--- src/verilog/rsc_pkg.sv ---
// constants and types for the receive silo control block
// Operation
// - test pattern word has even bits 0 and odd bits 1.
// - status bit 15 selects test pattern instead of live received data.
// - stored data byte is OR of both line groups' data.
// - each entry stores the scanner's four-bit line number.
// - parity, framing, overrun flags stored, each ORed across both line groups.
// - push request sets a pending flag held until the write cycle ends.
// - toggling phase; push taken entering 0, pop taken entering 1.
// - accepted push drives write strobe for 170 ns.
// - then 30 ns pulse restarts scanner, increments level, clears pending push.
// - six-bit fill level reads in status bits 8 to 13.
// - full and empty both read level zero; storage-full bit sets only on a push attempt while full.
// - software alarm threshold in status bits 0 to 5, compared continuously.
// - data ready sets when level exceeds threshold, an entry is present and the valid bit is clear.
// - data ready requests interrupt only while receiver interrupt enable bit 6 set; storage-full bit requests it regardless.
// - read of character register sets valid bit 15 if entry present.
// - setting the valid bit clears data ready.
// - pop requested after read strobe ends with valid set; taken at phase 1.
// - accepted pop drives read-shift strobe for 100 ns.
// - then 30 ns pulse decrements level and clears valid bit.
// - data ready sets again when next entry arrives above threshold.
// - storage holds 64 entries of 16 bits with common controls.
// - character register: data 0-7, line 8-11, errors 12-14, valid 15.
// - push attempt while full sets storage-full bit.
`default_nettype none
package rsc_pkg;
  localparam int          CLK_NS        = 100;
  localparam int          WR_STB_NS     = 170;
  localparam int          RD_STB_NS     = 100;
  localparam int          DONE_NS       = 30;
  // least times round up
  localparam int          WR_STB_CYC    = (WR_STB_NS + CLK_NS - 1) / CLK_NS;
  localparam int          RD_STB_CYC    = (RD_STB_NS + CLK_NS - 1) / CLK_NS;
  localparam int          DONE_CYC      = (DONE_NS + CLK_NS - 1) / CLK_NS;
  localparam int          DEPTH         = 64;
  localparam int          AW            = 6;
  localparam int          DW            = 16;
  localparam logic [15:0] TEST_WORD     = 16'hAAAA;
  // register byte addresses
  localparam logic [3:0]  ADDR_CTRL     = 4'h0;
  localparam logic [3:0]  ADDR_CHAR     = 4'h4;
  localparam logic [3:0]  ADDR_STAT     = 4'h8;
  localparam int          STAT_TEST     = 15;
  localparam int          STAT_LVL_LO   = 8;
  localparam int          STAT_LVL_HI   = 13;
  localparam int          STAT_ALARM_HI = 5;
  localparam int          CHAR_ERR_HI   = 14;
  localparam int          CHAR_VALID    = 15;
  localparam int          CTRL_RIE      = 6;
  localparam int          CTRL_FULL     = 14;
  localparam logic [1:0]  RESP_OKAY     = 2'h0;
  localparam logic [1:0]  RESP_SLVERR   = 2'h2;
  localparam logic [2:0]  CNT_W0        = 3'h0;
  typedef enum logic [1:0] {RSC_IDLE, RSC_STB, RSC_DONE} rsc_seq_t;
endpackage
`default_nettype wire

--- src/verilog/rsc_top.sv ---
// receive silo control: fifo, fill level, alarm, pop sequencing, axi4-lite slave
`timescale 1ns/100ps
`default_nettype none
module rsc_top
  import rsc_pkg::*;
(
  input  wire logic        i_clk_sys,
  input  wire logic        i_rstn,
  // receiver scanner side
  input  wire logic        i_push_req,
  input  wire logic [7:0]  i_data_group_a,
  input  wire logic [7:0]  i_data_group_b,
  input  wire logic [2:0]  i_err_group_a,
  input  wire logic [2:0]  i_err_group_b,
  input  wire logic [3:0]  i_line_number_bits,
  output logic             o_write_strobe,
  output logic             o_scan_restart,
  output logic             o_rx_int_req,
  // axi4-lite slave
  input  wire logic [3:0]  i_awaddr,
  input  wire logic        i_awvalid,
  output logic             o_awready,
  input  wire logic [31:0] i_wdata,
  input  wire logic [3:0]  i_wstrb,
  input  wire logic        i_wvalid,
  output logic             o_wready,
  output logic [1:0]       o_bresp,
  output logic             o_bvalid,
  input  wire logic        i_bready,
  input  wire logic [3:0]  i_araddr,
  input  wire logic        i_arvalid,
  output logic             o_arready,
  output logic [31:0]      o_rdata,
  output logic [1:0]       o_rresp,
  output logic             o_rvalid,
  input  wire logic        i_rready
);
  // ----------------------------------------------------------------
  // state
  // ----------------------------------------------------------------
  typedef struct packed {
    logic              req_s1;
    logic              req_s2;
    logic              req_d;
    logic              phase;
    logic              push_pend;
    logic              pop_pend;
    rsc_seq_t          wseq;
    logic [1:0]        wcnt;
    rsc_seq_t          rseq;
    logic [1:0]        rcnt;
    logic [AW-1:0]     wptr;
    logic [AW-1:0]     rptr;
    logic [AW-1:0]     level;
    logic              full;
    logic              data_ready;
    logic              char_valid;
    logic              read_act;
    logic              test_sel;
    logic [5:0]        alarm;
    logic              rie;
    logic              stor_full;
    logic              aw_got;
    logic [3:0]        aw_addr;
    logic              w_got;
    logic [31:0]       w_data;
    logic [3:0]        w_strb;
    logic              awready;
    logic              wready;
    logic              bvalid;
    logic [1:0]        bresp;
    logic              arready;
    logic              ar_got;
    logic              rvalid;
    logic [31:0]       rdata;
    logic [1:0]        rresp;
    logic              int_req;
    logic              restart;
    logic              wstb;
  } rsc_state_t;

  rsc_state_t            st;
  rsc_state_t            next_st;
  logic [DW-1:0]         mem [DEPTH];
  logic [DW-1:0]         in_word;
  logic                  do_write;
  logic                  empty;
  logic [DW-1:0]         head;

  // ----------------------------------------------------------------
  // fifo storage
  // ----------------------------------------------------------------
  assign empty = (st.level == '0) && !st.full;
  assign head  = empty ? '0 : mem[st.rptr];

  always_comb begin
    if (st.test_sel) begin
      in_word = TEST_WORD;
    end else begin
      in_word = {1'b0, i_err_group_a | i_err_group_b,
                 i_line_number_bits,
                 i_data_group_a | i_data_group_b};
    end
  end

  // the array itself is not reset; emptiness comes from the cleared level
  always_ff @(posedge i_clk_sys) begin
    if (do_write) begin
      mem[st.wptr] <= in_word;
    end
  end

  // ----------------------------------------------------------------
  // next state
  // ----------------------------------------------------------------
  always_comb begin
    logic        rd_fire;
    logic        ovf;
    logic        rd_edge_up;
    logic        rd_edge_dn;
    logic        inc;
    logic        dec;
    logic [31:0] wd;
    rd_fire    = 1'b0;
    ovf        = 1'b0;
    rd_edge_up = 1'b0;
    rd_edge_dn = 1'b0;
    inc        = 1'b0;
    dec        = 1'b0;
    wd         = '0;
    do_write   = 1'b0;
    next_st    = st;

    // push request from scanner crosses in through two flops
    next_st.req_s1 = i_push_req;
    next_st.req_s2 = st.req_s1;
    next_st.req_d  = st.req_s2;
    next_st.phase  = !st.phase;
    next_st.restart = 1'b0;

    // write cycle
    if (st.req_s2 && !st.req_d && !st.push_pend) begin
      next_st.push_pend = 1'b1;
    end
    case (st.wseq)
      RSC_IDLE: begin
        // phase about to enter 0
        if (st.phase && st.push_pend) begin
          if (st.full) begin
            next_st.stor_full = 1'b1;
            ovf               = 1'b1;
            next_st.push_pend = 1'b0;
            next_st.restart   = 1'b1;
          end else begin
            next_st.wseq = RSC_STB;
            next_st.wcnt = 2'(WR_STB_CYC - 1);
            do_write     = 1'b1;
          end
        end
      end
      RSC_STB: begin
        if (st.wcnt == '0) begin
          next_st.wseq = RSC_DONE;
          next_st.wcnt = 2'(DONE_CYC - 1);
        end else begin
          next_st.wcnt = st.wcnt - 2'h1;
        end
      end
      RSC_DONE: begin
        if (st.wcnt == '0) begin
          next_st.wseq      = RSC_IDLE;
          next_st.push_pend = 1'b0;
          next_st.restart   = 1'b1;
          inc               = 1'b1;
        end else begin
          next_st.wcnt = st.wcnt - 2'h1;
        end
      end
      default: next_st.wseq = RSC_IDLE;
    endcase
    next_st.wstb = (next_st.wseq == RSC_STB);

    // read cycle
    case (st.rseq)
      RSC_IDLE: begin
        // phase about to enter 1
        if (!st.phase && st.pop_pend) begin
          next_st.rseq     = RSC_STB;
          next_st.rcnt     = 2'(RD_STB_CYC - 1);
          next_st.pop_pend = 1'b0;
        end
      end
      RSC_STB: begin
        if (st.rcnt == '0) begin
          next_st.rseq = RSC_DONE;
          next_st.rcnt = 2'(DONE_CYC - 1);
        end else begin
          next_st.rcnt = st.rcnt - 2'h1;
        end
      end
      RSC_DONE: begin
        if (st.rcnt == '0) begin
          next_st.rseq       = RSC_IDLE;
          next_st.char_valid = 1'b0;
          next_st.rptr       = st.rptr + 6'h01;
          dec                = 1'b1;
        end else begin
          next_st.rcnt = st.rcnt - 2'h1;
        end
      end
      default: next_st.rseq = RSC_IDLE;
    endcase

    if (do_write) begin
      next_st.wptr = st.wptr + 6'h01;
    end
    // push and pop both finish in a phase-0 cycle, so they can coincide; both at once holds
    if (inc && !dec) begin
      next_st.level = st.level + 6'h01;
      next_st.full  = (st.level == '1);
    end else if (dec && !inc) begin
      next_st.level = st.level - 6'h01;
      next_st.full  = 1'b0;
    end

    // ----------------------------------------------------------------
    // axi4-lite
    // ----------------------------------------------------------------
    next_st.awready = 1'b0;
    next_st.wready  = 1'b0;
    next_st.arready = 1'b0;
    if (i_awvalid && !st.aw_got && !st.awready && !st.bvalid) begin
      next_st.awready = 1'b1;
      next_st.aw_got  = 1'b1;
      next_st.aw_addr = i_awaddr;
    end
    if (i_wvalid && !st.w_got && !st.wready && !st.bvalid) begin
      next_st.wready = 1'b1;
      next_st.w_got  = 1'b1;
      next_st.w_data = i_wdata;
      next_st.w_strb = i_wstrb;
    end
    if (st.aw_got && st.w_got && !st.bvalid) begin
      wd             = st.w_data;
      next_st.aw_got = 1'b0;
      next_st.w_got  = 1'b0;
      next_st.bvalid = 1'b1;
      next_st.bresp  = RESP_OKAY;
      case (st.aw_addr)
        ADDR_CTRL: begin
          if (st.w_strb[0]) begin
            next_st.rie = wd[CTRL_RIE];
          end
          // storage-full is cleared by writing zero; an overflow in the same cycle wins
          if (st.w_strb[1] && !wd[CTRL_FULL] && !ovf) begin
            next_st.stor_full = 1'b0;
          end
        end
        ADDR_STAT: begin
          if (st.w_strb[0]) begin
            next_st.alarm = wd[STAT_ALARM_HI:0];
          end
          if (st.w_strb[1]) begin
            next_st.test_sel = wd[STAT_TEST];
          end
        end
        ADDR_CHAR: ;
        default:   next_st.bresp = RESP_SLVERR;
      endcase
    end
    if (st.bvalid && i_bready) begin
      next_st.bvalid = 1'b0;
    end

    if (i_arvalid && !st.arready && !st.ar_got && !st.rvalid && !st.read_act) begin
      next_st.arready = 1'b1;
      next_st.ar_got  = 1'b1;
      next_st.rresp   = RESP_OKAY;
      next_st.rdata   = '0;
      case (i_araddr)
        ADDR_CTRL: begin
          next_st.rdata[CTRL_RIE]  = st.rie;
          next_st.rdata[CTRL_FULL] = st.stor_full;
        end
        ADDR_CHAR: begin
          rd_fire            = 1'b1;
          rd_edge_up         = !empty;
          next_st.rdata[CHAR_ERR_HI:0] = head[CHAR_ERR_HI:0];
          next_st.rdata[CHAR_VALID] = !empty || st.char_valid;
        end
        ADDR_STAT: begin
          next_st.rdata[STAT_ALARM_HI:0]          = st.alarm;
          next_st.rdata[STAT_LVL_HI:STAT_LVL_LO]  = st.level;
          next_st.rdata[STAT_TEST] = st.test_sel;
        end
        default: next_st.rresp = RESP_SLVERR;
      endcase
    end
    // read data follows the address handshake by one cycle, never alongside it
    if (st.ar_got) begin
      next_st.ar_got = 1'b0;
      next_st.rvalid = 1'b1;
    end
    if (st.rvalid && i_rready) begin
      next_st.rvalid = 1'b0;
      rd_edge_dn     = st.read_act;
    end
    // read strobe: high from address taken until the data is accepted
    if (rd_fire) begin
      next_st.read_act = 1'b1;
    end else if (rd_edge_dn) begin
      next_st.read_act = 1'b0;
    end
    if (rd_edge_up && st.rseq == RSC_IDLE && !st.pop_pend) begin
      next_st.char_valid = 1'b1;
    end
    if (rd_edge_dn && st.char_valid) begin
      next_st.pop_pend = 1'b1;
    end

    // data ready
    if (next_st.char_valid && !st.char_valid) begin
      next_st.data_ready = 1'b0;
    end else if (!empty && !st.char_valid && st.rseq == RSC_IDLE
                 && (st.level > st.alarm || st.full)) begin
      next_st.data_ready = 1'b1;
    end
    next_st.int_req = (next_st.data_ready && next_st.rie)
                      || next_st.stor_full;

    if (!i_rstn) begin
      next_st = '0;
      do_write = 1'b0;
    end
  end

  always_ff @(posedge i_clk_sys) begin
    st <= next_st;
  end

  // ----------------------------------------------------------------
  // outputs
  // ----------------------------------------------------------------
  assign o_write_strobe = st.wstb;
  assign o_scan_restart = st.restart;
  assign o_rx_int_req   = st.int_req;
  assign o_awready      = st.awready;
  assign o_wready       = st.wready;
  assign o_bresp        = st.bresp;
  assign o_bvalid       = st.bvalid;
  assign o_arready      = st.arready;
  assign o_rdata        = st.rdata;
  assign o_rresp        = st.rresp;
  assign o_rvalid       = st.rvalid;
endmodule
`default_nettype wire

--- config.mk ---
export PLATFORM = sky130hd
export DESIGN_NAME = rsc_top
export DESIGN_NICKNAME = d
export VERILOG_FILES = /design/src/verilog/rsc_pkg.sv /design/src/verilog/rsc_top.sv
export SDC_FILE = /design/constraint.sdc
export NUM_CORES = 1
export LEC_CHECK = 0
export BUFFER_PORTS_ARGS = -buffer_cell sky130_fd_sc_hd__buf_2
export CORE_MARGIN = 3
export CORE_UTILIZATION = 43
export CTS_CLUSTER_DIAMETER = 30
export DETAILED_ROUTE_END_ITERATION = 7
export PLACE_DENSITY_LB_ADDON = 0.05
export SYNTH_ARGS = -nofsm -noshare
export SYNTH_HDL_FRONTEND = slang
export SYNTH_SLANG_ARGS = --single-unit
--- constraint.sdc ---
create_clock -name i_clk_sys -period 4.5 [get_ports i_clk_sys]
set_input_delay 0.45 -clock i_clk_sys [delete_from_list [all_inputs] [get_ports i_clk_sys]]
set_output_delay 0.45 -clock i_clk_sys [all_outputs]
set_load 0.005 [all_outputs]
# Yosys cells after proc, flatten, opt, wreduce, memory -nomap -nowiden
# Memories as Yosys holds them, arrays and structs flattened. A register that Yosys moved wholly into a read port is not among the register bits.
# Cells that the tools add are included.
# word_totals
ramBits,1024
ff_bits,98
output_inout_bits,44
in_bits,78
elab_cells,220
n_memories,1
# classes
muxes,74
bitwise,3
n_lt_le_gt_ge,1
n_reduce_logical,80
n_eq_ne,17
n_addsub,6
# mem_list
memory,depth,width,read_ports,rd_clocked_by_memory_dff,write_ports,line_no,source
mem,64,16,1,1,1,rsc_top.sv:84,logic [DW-1:0] mem [DEPTH];
# op_table
operator,n
$mux 1,40
$logic_and 1x1->1,31
$mux 2,12
$pmux 2 s3,4
$pmux 6 s2,2
$logic_not 1->1,20
$add 6x1->6 const B,3
$mux 16,1
$mux 15,1
$mux 7,2
$ne 2x2->1 const B,7
$mux 4,3
$mux 6,2
$reduce_and 3->1,4
$pmux 1 s2,5
$eq 4x3->1 const B,2
$eq 4x4->1 const B,2
$logic_not 2->1,4
$logic_not 4->1,2
$or 8x8->8,1
$reduce_bool 2->1,4
$reduce_or 2->1,4
$eq 2x1->1 const B,3
$eq 6x6->1 const B,1
14 further kinds,21

# Logic depth before layout (Yosys ltp)
# Gate-level depths: netlist of run 1.
# logic_depth
word_depth,13
ltp_mapped,15
mapped_depth_nobuf,14

# Worst setup path after synthesis of run 1
# Ideal clock, no wire load.
# synth_timing
kind,register -> register
from,register st[125] in the netlist's numbering
to,memory mem[48][0] (enable)
required_ns,4.074
n_path_buf,0
synth_period_minus_slack_ns,3.422
path_slack_ns,1.078
arrival_ns,2.996
setup_time_ns,0.426
path_stages_with_launch,7
cell_sequence,dfxtp_1 inv_1 ha_1 nand3_1 nor2_1 nand4_1 nor4_1
# synth_between
elab_chain_cells,5
# synth_lines
element,line_no,source
from (decl),rsc_top.sv:82,rsc_state_t st;
from (signal assigned),rsc_top.sv:338,st <= next_st;
$logic_not 2->1,rsc_top.sv:145,case (st.wseq)
$mux 1,rsc_top.sv:145,
$mux 1,rsc_top.sv:331,if (!i_rstn) begin
$mux 1,rsc_top.sv:108,if (do_write) begin
$mux 1 (not written as such),rsc_top.sv:109,mem[st.wptr] <= in_word;
to (decl),rsc_top.sv:84,
# No other way between the ends.

==> flow_summary.yaml, run 1 <==
run_status:
  outcome: "finished, final reports clean"
global_routing:
  overflow: 0
  grt_usage_pct: 21.7
  antenna_found_initial: 3
  grt_max_degree: 65
  grt_pass1_vias: 22966
  grt_pass1_wl_um: 159000
min_path:
  worstHoldStart: "i_araddr[2]"
  whs_path_depth: 3
  hp-class: "in2reg"
  min_to: "o_rdata[15]"
drt:
  dr.first_iter.drc_count: 2072
  firstDrtPassIters: 6
  wl_met2_um: 51400
  top_layer_used: "met4"
  drt-met1-wl_um: 48900
  wirelength_um: 109000
  wl_met3_um: 6350
  num_vias: 21801
  drc_errors: 0
  wl_per_cell_um: 27.8
  final_antenna_net_count: 0
  routed_via_density: 5.59
timing:
  final.setup.tns_ns: 0
  relSlewSlack_pct: 19.1
  fmaxAchievable_ghz: 0.297
  timing.final.crit_share_pct: 74.8
  drv_slew: 0
  tightest_slew_ns: 1.21
  final.setup_skew_ns: 0.0221
  setup_viol: 0
  fin_crit_ns: 3.37
  final_hold_viol_count: 0
  rsz0062_at_grt: "false"
place:
  hpwlAfterDp_um: 64000
  io_buffers: 78
  placed_cell_area_mm2: 0.0440
  gp_congestion: 0.847
clock_network:
  cts_buffers: 211
  clock_latency_ns: 0.76
  post_cts_buffers: 0
  cts_sinks: 1055
  cts_buffer_depth: 3
  cts-root-buf: "clkbuf_16"
  cts_tree: "done"
  htree_levels: 4
  clk_pin_slew_worst_paths_ns: 0.04
final_layout:
  layout-drive-gt1-share_pct: 30.7
  final_util_pct: 53.5
  syn2layout_area_growth_pct: 22.7
  nFillCells: 7653
  multiInputGateArea_mm2: 0.0101
  design_area_mm2: 0.0512
  seqCellArea_mm2: 0.0307
  fin_nets: 2562
power_and_ir_drop:
  p_sw_share_pct: 20.1
  ir_drop_mv: 0.299
  p_switching_uw: 5250
  pwr-share-comb_pct: 1.4
  power.leakage_uw: 0.0165
  pwr-share-seq_pct: 41.1
  cell_internal_pwr_uw: 20900
  powerDensity_mw_per_mm2: 512
  clkPwrFrac_pct: 57.5
setup_path:
  worstSetupEndpointType: "flop"
  critPathKind: "reg2reg"
  arrival_ns: 3.98
  critPathMaxFanout: 27
  reg2reg_slack_ns: 1.13
  reg2reg_depth: 7
  r2r-end: "o_rdata[3]"
  startpoint_type: "flop"
  cp_data_required_time_ns: 5.11
synth:
  synth_top_cell_by_area: "edfxtp_1"
  synth_seq_area_share_pct: 73.7
  synth_edf_count: 960
  synth_area_leaders: "edfxtp_1, mux4_2, dfxtp_1"
  synthArstFlopShare_pct: 0
  yosysUniqueCellTypes: 57
  synth_area_per_cell_um2: 19.3
  synthFlopType: "edfxtp_1"
  syn_area_mm2: 0.0417
  syn_inst: 2159
  synth-seq-cells: 1055
  synth_top_area_share_pct: 69.1
  synth_warnings: 0
floorplan:
  die_h_um: 317
  die_x_um: 317
  coreArea_mm2: 0.0956
  start_util_pct: 43.6
  io_pins: 122
  die_area_mm2: 0.101
  fp-row-count: 113
run:
  maxCapViolCount: 0
what timing repair did:
item,CTS,global route
hold endpoints to repair,19,0
endpoints found under the setup margin,0,0
hold buffers,18,0
gates resized for setup,0,0
power groups by stage:
stage | logic, uW | clock network (uW) | registers [uW]
finish | 363 | 15100 | 10800
global route | 403 | 15900 | 10800
detailed placement | 357 | 0 | 10900
global placement | 337 | 0 | 10900
CTS | 371 | 15300 | 10800
floorplan | 194 | 0 | 10900
state kept, by name, indices dropped and copies added (netlist names), named ones only:
| signal | count |
|---|---|
| o_bresp | 1 |
| o_wready | 1 |
| o_bvalid | 1 |
| o_arready | 1 |
| o_rx_int_req | 1 |
| mem | 960 |
| o_awready | 1 |
| o_scan_restart | 1 |
| o_rdata | 16 |
| o_write_strobe | 1 |
| st | 63 |
| o_rresp | 1 |
| o_rvalid | 1 |
worst max-delay path, stage by stage (launching register included):
cell and delay, ns:
dfxtp_4 0.75, buf_12 0.33, mux4_2 0.52, mux2_2 0.31, o22ai_1 0.56, a21oi_1 0.14, a221oi_1 0.46, a21oi_1 0.12
placed cells by master, fill, tap and decap left out, drive strengths merged, types with 6 or more instances in the layout:
cell | netlist | routed
xor2 | 10 | 10
dlygate4sd3 | 0 | 18
buf | 100 | 198
a2111oi | 7 | 7
conb | 1 | 18
a211oi | 19 | 19
inv | 24 | 38
clkinvlp | 0 | 24
mux4 | 237 | 237
o21ai | 46 | 46
clkinv | 1 | 86
o22ai | 9 | 9
nand2 | 47 | 47
ha | 28 | 28
nand4 | 9 | 9
mux2i | 109 | 109
dfxtp | 95 | 95
xnor2 | 6 | 6
clkbuf | 50 | 248
nand2b | 12 | 12
mux2 | 12 | 12
a22o | 14 | 14
nor2b | 19 | 19
nand3 | 13 | 13
edfxtp | 960 | 960
a21oi | 69 | 69
nor4 | 8 | 8
nand3b | 8 | 8
a22oi | 8 | 8
nor2 | 138 | 138
and2 | 23 | 23
nor3 | 11 | 11
or3 | 8 | 8
a221oi | 26 | 26
bufinv | 0 | 24
worst max path at each step:
| stage | from | endpoint | slack (ns) | cells after the start |
|---|---|---|---|---|
| after detailed placement | flop | o_rdata[3] | 1.17 | 7 |
| after floorplan | st[125] | mem[48][0] | 1.08 | 6 |
| final | flop | o_rdata[3] | 1.13 | 7 |
| after global placement | flop | o_rdata[3] | 1.14 | 7 |
| after CTS | flop | o_rdata[3] | 1.14 | 7 |
| after global routing | st[120] | st[105] | 0.97 | 14 |
synthesized netlist by cell type (9+ instances only):
cell / count
o21ai_0: 42
nor2b_1: 19
mux2i_1: 109
ha_1: 28
nand2_1: 47
nor3_1: 11
buf_2: 23
mux4_2: 237
mux2_2: 12
nor2_1: 137
and2_1: 23
a211oi_1: 18
edfxtp_1: 960
inv_1: 24
xor2_1: 10
a221oi_1: 25
o22ai_1: 9
clkbuf_1: 49
buf_4: 56
a22o_1: 14
nand3_1: 13
nand4_1: 9
nand2b_1: 12
a21oi_1: 69
dfxtp_1: 95
buf_6: 15
kinds of logic (layout without fill, tap and decap cells):
family                     count (synthesis)  count (layout)  share of synthesized area, %
adders and majority gates                 29              29                         0.888
buffers and inverters                    175             636                          2.48
and+or+nand+nor                          313             313                          3.62
muxes                                    358             358                          15.7
AOI/OAI and AO/OA                        212             212                          3.27
other                                      1              19                       0.00899
DFF                                     1055            1055                          73.7
xor gates and xnor gates                  16              16                         0.336
final cells by class:
| type | count | share of cell area [%] |
|---|---|---|
| clock buffer | 248 | 10.8 |
| sequential | 1055 | 60.1 |
| clock inverter | 147 | 2.90 |
| antenna | 1 | 0.00489 |
| timing repair buffer | 216 | 3.14 |
| inverter | 25 | 0.183 |
| multi-input combinational | 946 | 19.8 |
| tap | 1265 | 3.09 |
layer usage:
metal / up-vias / GRT usage [%]
met5: - / 0
met1: 11544 / 31.5
met2: 716 / 33.7
met3: 148 / 4.55
li1: 9393 / -
met4: 0 / 5.64
metrics by stage:
stage	hold slack, ns	power [uW]	instances	worst slack [ns]
after detailed placement	0.453	11300	3489	1.17
after CTS	0.00826	26500	3902	1.14
after global placement	0.441	11300	3489	1.14
final	0.0756	26200	3903	1.13
after floorplan	0.412	11100	2176	1.08
after global routing	0.0422	27000	3902	0.966
Note: power is estimated with default switching activity, not from simulation.
==> run 2, diff against run 1 <==
Clock period 4.5 ns to 3.3 ns, I/O delays scaled along.
==> run 2 against run 1 <==
- clock power is 49% higher
- combinational power increased by 42%
- sequential power increased by 36%
- register-to-register slack lost 0.96 ns
- die area is the same
- power is 44% higher
- sequential share of layout area down 1.5 points
- critical path depth increased by 2
==> flow_summary.yaml, run 2 (synthesis results as in run 1) <==
global_routing:
  use_met1_pct: 31.7
  use_met3_pct: 4.36
  grt_max_degree: 65
  overflow: 0
  met2_usage_pct: 34.4
  grt_usage_pct: 22.0
  grt_busiest_layer: "met2"
  grt_pass1_wl_um: 161000
  antenna_found_initial: 2
  grt_pass1_vias: 23181
clock_network:
  cts_buffers: 220
  holdBufCountCts: 26
  ctsResizeCount: 0
  cts_tree: "done"
  clk_pin_slew_worst_paths_ns: 0.05
  post_cts_buffers: 0
  clock_latency_ns: 0.78
  cts_sinks: 1055
  htree_levels: 4
  cts_buffer_depth: 3
  cts-root-buf: "clkbuf_16"
setup_path:
  crit_buf_inv: 3
  startpoint_type: "flop"
  reg2reg_depth: 9
  worstSetupEndpointType: "flop"
  r2r_start: "st[100]"
  path_delay_family: "compound AO/OA/AOI/OAI gates"
  critPathKind: "reg2reg"
  path_cells: "nor3_1 -> a211oi_2 -> buf_4 -> nand2_1 -> a2111oi_0 -> buf_4 -> nor3_1 -> buf_4 -> nor3_1"
  arrival_ns: 3.82
  cp_data_required_time_ns: 3.99
  crit_slowest_cell: "a2111oi_0"
  r2r-end: "o_rdata[14]"
  reg2reg_slack_ns: 0.17
  slowest_delay_ns: 0.93
  critPathMaxFanout: 11
final_layout:
  layout-drive-gt1-share_pct: 32.8
  final_cells: 3985
  largest_register_ff_count: 960
  design_area_mm2: 0.0525
  layout_commonest_cell: "edfxtp_1"
  final_cell_mix: "edfxtp_1, mux4_2, clkbuf_16"
  top_register: "mem"
  syn2layout_area_growth_pct: 25.8
  fin_nets: 2638
timing:
  tightest_slew_ns: 1.00
  fmaxAchievable_ghz: 0.320
  final_hold_viol_count: 0
  final.setup_skew_ns: 0.0271
  drv_slew: 0
  timing.final.crit_share_pct: 94.8
  setup_viol: 0
  final.setup.tns_ns: 0
  layout_setup_ws_ns: 0.172
  rsz0062_at_grt: "false"
  relSlewSlack_pct: 33.1
  fin_crit_ns: 3.13
place:
  hpwlAfterDp_um: 65100
  gp_congestion: 0.827
  place_ws_ns: 0.0690
  dp_cells: 3548
  io_buffers: 78
  placed_cell_area_mm2: 0.0445
floorplan:
  io_pins: 122
  fp-row-count: 113
  die_h_um: 317
  coreArea_mm2: 0.0956
  die_area_mm2: 0.101
  start_util_pct: 43.6
  die_x_um: 317
min_path:
  min_to: "mem[9][8]"
  worstHoldStart: "i_line_number_bits[0]"
  whs_path_depth: 2
  hp-class: "in2reg"
drt:
  wl_per_cell_um: 27.5
  wirelength_um: 110000
  final_antenna_net_count: 0
  firstDrtPassIters: 5
  drc_errors: 0
  num_vias: 22114
  routed_via_density: 5.55
  dr.first_iter.drc_count: 1898
run:
  maxCapViolCount: 0
power_and_ir_drop:
  ir_drop_mv: 0.531
  powerDensity_mw_per_mm2: 718
  power.leakage_uw: 0.0172
  p_total_uw: 37700
run_status:
  outcome: "finished, final reports clean"
[run 2: cell types whose count changed in the layout (fill, tap and decap cells not counted), sizes merged, moves of 4 or more]
cell         change
buf             +59
bufinv          +16
dlygate4sd3      +8
inv              -5
clkinv           +4
[run 2: worst max-delay path by stage]
stage	startpoint	to	slack, ns	cells after the start
2_1_floorplan	st[125]	mem[48][0]	0.49	6
3_3_place_gp	i_araddr[1]	o_rdata[14]	0.06	10
3_5_place_dp	i_araddr[1]	o_rdata[14]	0.07	10
4_1_cts	flop	o_rdata[6]	0.14	9
5_1_grt	flop	o_rdata[6]	0.04	9
6_report	st[100]	o_rdata[14]	0.17	9
[run 2: through the flow]
stage	utilization, %	hold slack, ns
floorplan	-	0.412
global placement	46.6	0.429
detailed placement	46.6	0.437
CTS	54.9	0.0117
global route	54.9	0.0268
finish	54.9	0.0628
[run 2: final cells by class]
type                       instances  area, um2
antenna                            1       2.50
timing repair buffer             283       2220
tap                             1265       1580
clock inverter                   163       2070
clock buffer                     247       5660
inverter                          25       93.8
fill                            7487      43100
sequential                      1055      30700
multi-input combinational        946      10100
[run 2: report_power, final]
group	total [uW]	internal (uW)	switching, uW	leakage, uW
sequential	14700	14600	33.2	0.00930
clock	22500	15400	7100	0.00371
combinational	514	143	370	0.00414
total	37700	30200	7500	0.0172
[run 2: metal layers]
layer,share of wire [%],vias up
met5,0,-
met2,47,656
li1,-,9577
met4,1.7,0
met1,45,11730
met3,5.6,151
[run 2: worst register-to-register path: cells and delay by family (launching register included)]
family,cells,cell delay (ns)
AND/OR/NAND/NOR,4,0.78
flip-flops,1,0.52
buffers and inverters,3,0.58
AO/OA/AOI/OAI,2,1.16
==> run 3, diff against run 2 <==
Settings changed: CORE_UTILIZATION 43 to 50, TNS_END_PERCENT set to 30.
==> run 3 against run 2 <==
- sequential power about the same
- register-to-register slack got worse by 0.02 ns
- worst hold slack improved by 0.019 ns
- largest power group unchanged
- highest routed layer unchanged
- worst setup slack got worse by 0.019 ns
- first-iteration DRC count increased by 19%
==> flow_summary.yaml, run 3 (synthesis results as in run 1) <==
setup_path:
  startpoint_type: "flop"
  reg2reg_slack_ns: 0.15
  arrival_ns: 3.83
  path_cells: "nor2b_1 -> buf_4 -> a22o_1 -> a221oi_1 -> o22ai_1 -> a2111oi_0 -> buf_4 -> nor3_1 -> nor3_1"
  worstSetupEndpointType: "flop"
  reg2reg_depth: 9
  endpoint: "o_rdata[14]"
  critPathKind: "reg2reg"
  crit_slowest_cell: "dfxtp_4"
  critPathMaxFanout: 19
  cp_data_required_time_ns: 3.98
  slowest_delay_ns: 0.68
  r2r-end: "o_rdata[14]"
floorplan:
  start_util_pct: 50.6
  die_area_mm2: 0.0869
  coreArea_mm2: 0.0824
  io_pins: 122
  die_h_um: 295
  die_x_um: 295
  fp-row-count: 105
final_layout:
  top_register: "mem"
  layout_commonest_cell: "edfxtp_1"
  final_util_pct: 61.9
  nFillCells: 5870
  multiInputGateArea_mm2: 0.0101
  layout-drive-gt1-share_pct: 31.6
  fin_nets: 2586
  final_cell_mix: "edfxtp_1, mux4_2, clkbuf_16"
  seqCellArea_mm2: 0.0307
  syn2layout_area_growth_pct: 22.2
  largest_register_ff_count: 960
clock_network:
  clk_pin_slew_worst_paths_ns: 0.05
  htree_levels: 4
  clock_latency_ns: 0.77
  cts_sinks: 1055
  cts_tree: "done"
  cts_buffers: 194
  cts-root-buf: "clkbuf_16"
  cts_buffer_depth: 3
  post_cts_buffers: 0
power_and_ir_drop:
  powerDensity_mw_per_mm2: 688
  p_total_uw: 35100
  power.leakage_uw: 0.0165
  ir_drop_mv: 0.541
timing:
  fin_crit_ns: 3.15
  fmaxAchievable_ghz: 0.318
  rsz0062_at_grt: "false"
  final_hold_viol_count: 0
  relSlewSlack_pct: 19.3
  setup_viol: 0
  timing.final.crit_share_pct: 95.4
  tightest_slew_ns: 1.21
  final.setup_skew_ns: 0.0253
  drv_slew: 0
  whs_ns: 0.0814
global_routing:
  overflow: 0
  grt_max_degree: 69
  antenna_found_initial: 4
  grt_pass1_vias: 21949
  grt_usage_pct: 24.3
  grt_pass1_wl_um: 150000
run:
  maxCapViolCount: 0
drt:
  dr.first_iter.drc_count: 2254
  wl_per_cell_um: 27.8
  drc_errors: 0
  routed_via_density: 5.85
  firstDrtPassIters: 5
  num_vias: 21752
  wirelength_um: 103000
  final_antenna_net_count: 0
min_path:
  hp-class: "in2reg"
place:
  hpwlAfterDp_um: 61200
  gp_congestion: 0.846
  io_buffers: 78
run_status:
  outcome: "finished, final reports clean"
run 3: changes by cell type in the layout (fill, tap and decap cells not counted), sizes merged:
cell	before	now
clkbuf	247	219
clkinvlp	25	24
inv	33	52
buf	257	231
clkinv	90	71
bufinv	40	25
run 3: per-stage QoR:
stage	area (um2)	cells	TNS, ns	setup slack [ns]
2_1_floorplan	41800	2176	-1.33	-0.0886
4_1_cts	51000	3719	0	0.140
3_3_place_gp	44000	3327	0	0.170
3_5_place_dp	44000	3327	0	0.185
5_1_grt	51000	3719	0	0.00584
6_report	51000	3720	0	0.153
run 3: final cells by class:
cell class / count / area share [%]
clock inverter: 147 / 3.17
sequential: 1055 / 60.3
timing repair buffer: 257 / 3.87
tap: 1070 / 2.63
multi-input combinational: 946 / 19.8
inverter: 25 / 0.184
antenna: 1 / 0.00491
clock buffer: 219 / 10.0
run 3: how the worst min path moves through the flow:
| stage | start | endpoint | cells after the start |
|---|---|---|---|
| finish | i_awvalid | o_awready | 3 |
| CTS | i_araddr[3] | st[96] | 4 |
| global route | i_awvalid | o_awready | 3 |
| global placement | st[131] | st[130] | 1 |
| detailed placement | st[63] | st[63] | 2 |
| floorplan | st[131] | st[130] | 1 |
run 3: worst max-delay path, delay by kind of cell, from the launching register on:
kind / cells / cell delay [ns]
compound gates: 4 / 1.37
simple gates: 3 / 0.53
flops: 1 / 0.68
buf+inv: 2 / 0.45
run 3: layer usage:
layer | share of wire, % | vias to the layer above | GRT usage (%)
met5 | 0 | - | 0
met3 | 7.9 | 136 | 5.98
met2 | 46 | 816 | 35.8
met4 | 2.2 | 0 | 7.94
li1 | - | 9425 | -
met1 | 44 | 11375 | 36.0
run 3: timing repair:
| item | CTS | global route |
|---|---|---|
| hold buffers | 26 | 0 |
| hold endpoints to repair | 29 | 0 |
| resized for setup | 0 | 0 |
run 3: power by group:
part	internal, uW	total [uW]	switching (uW)
clock	13100	19900	6790
combinational	142	507	365
sequential	14600	14700	33.1
total	27900	35100	7180
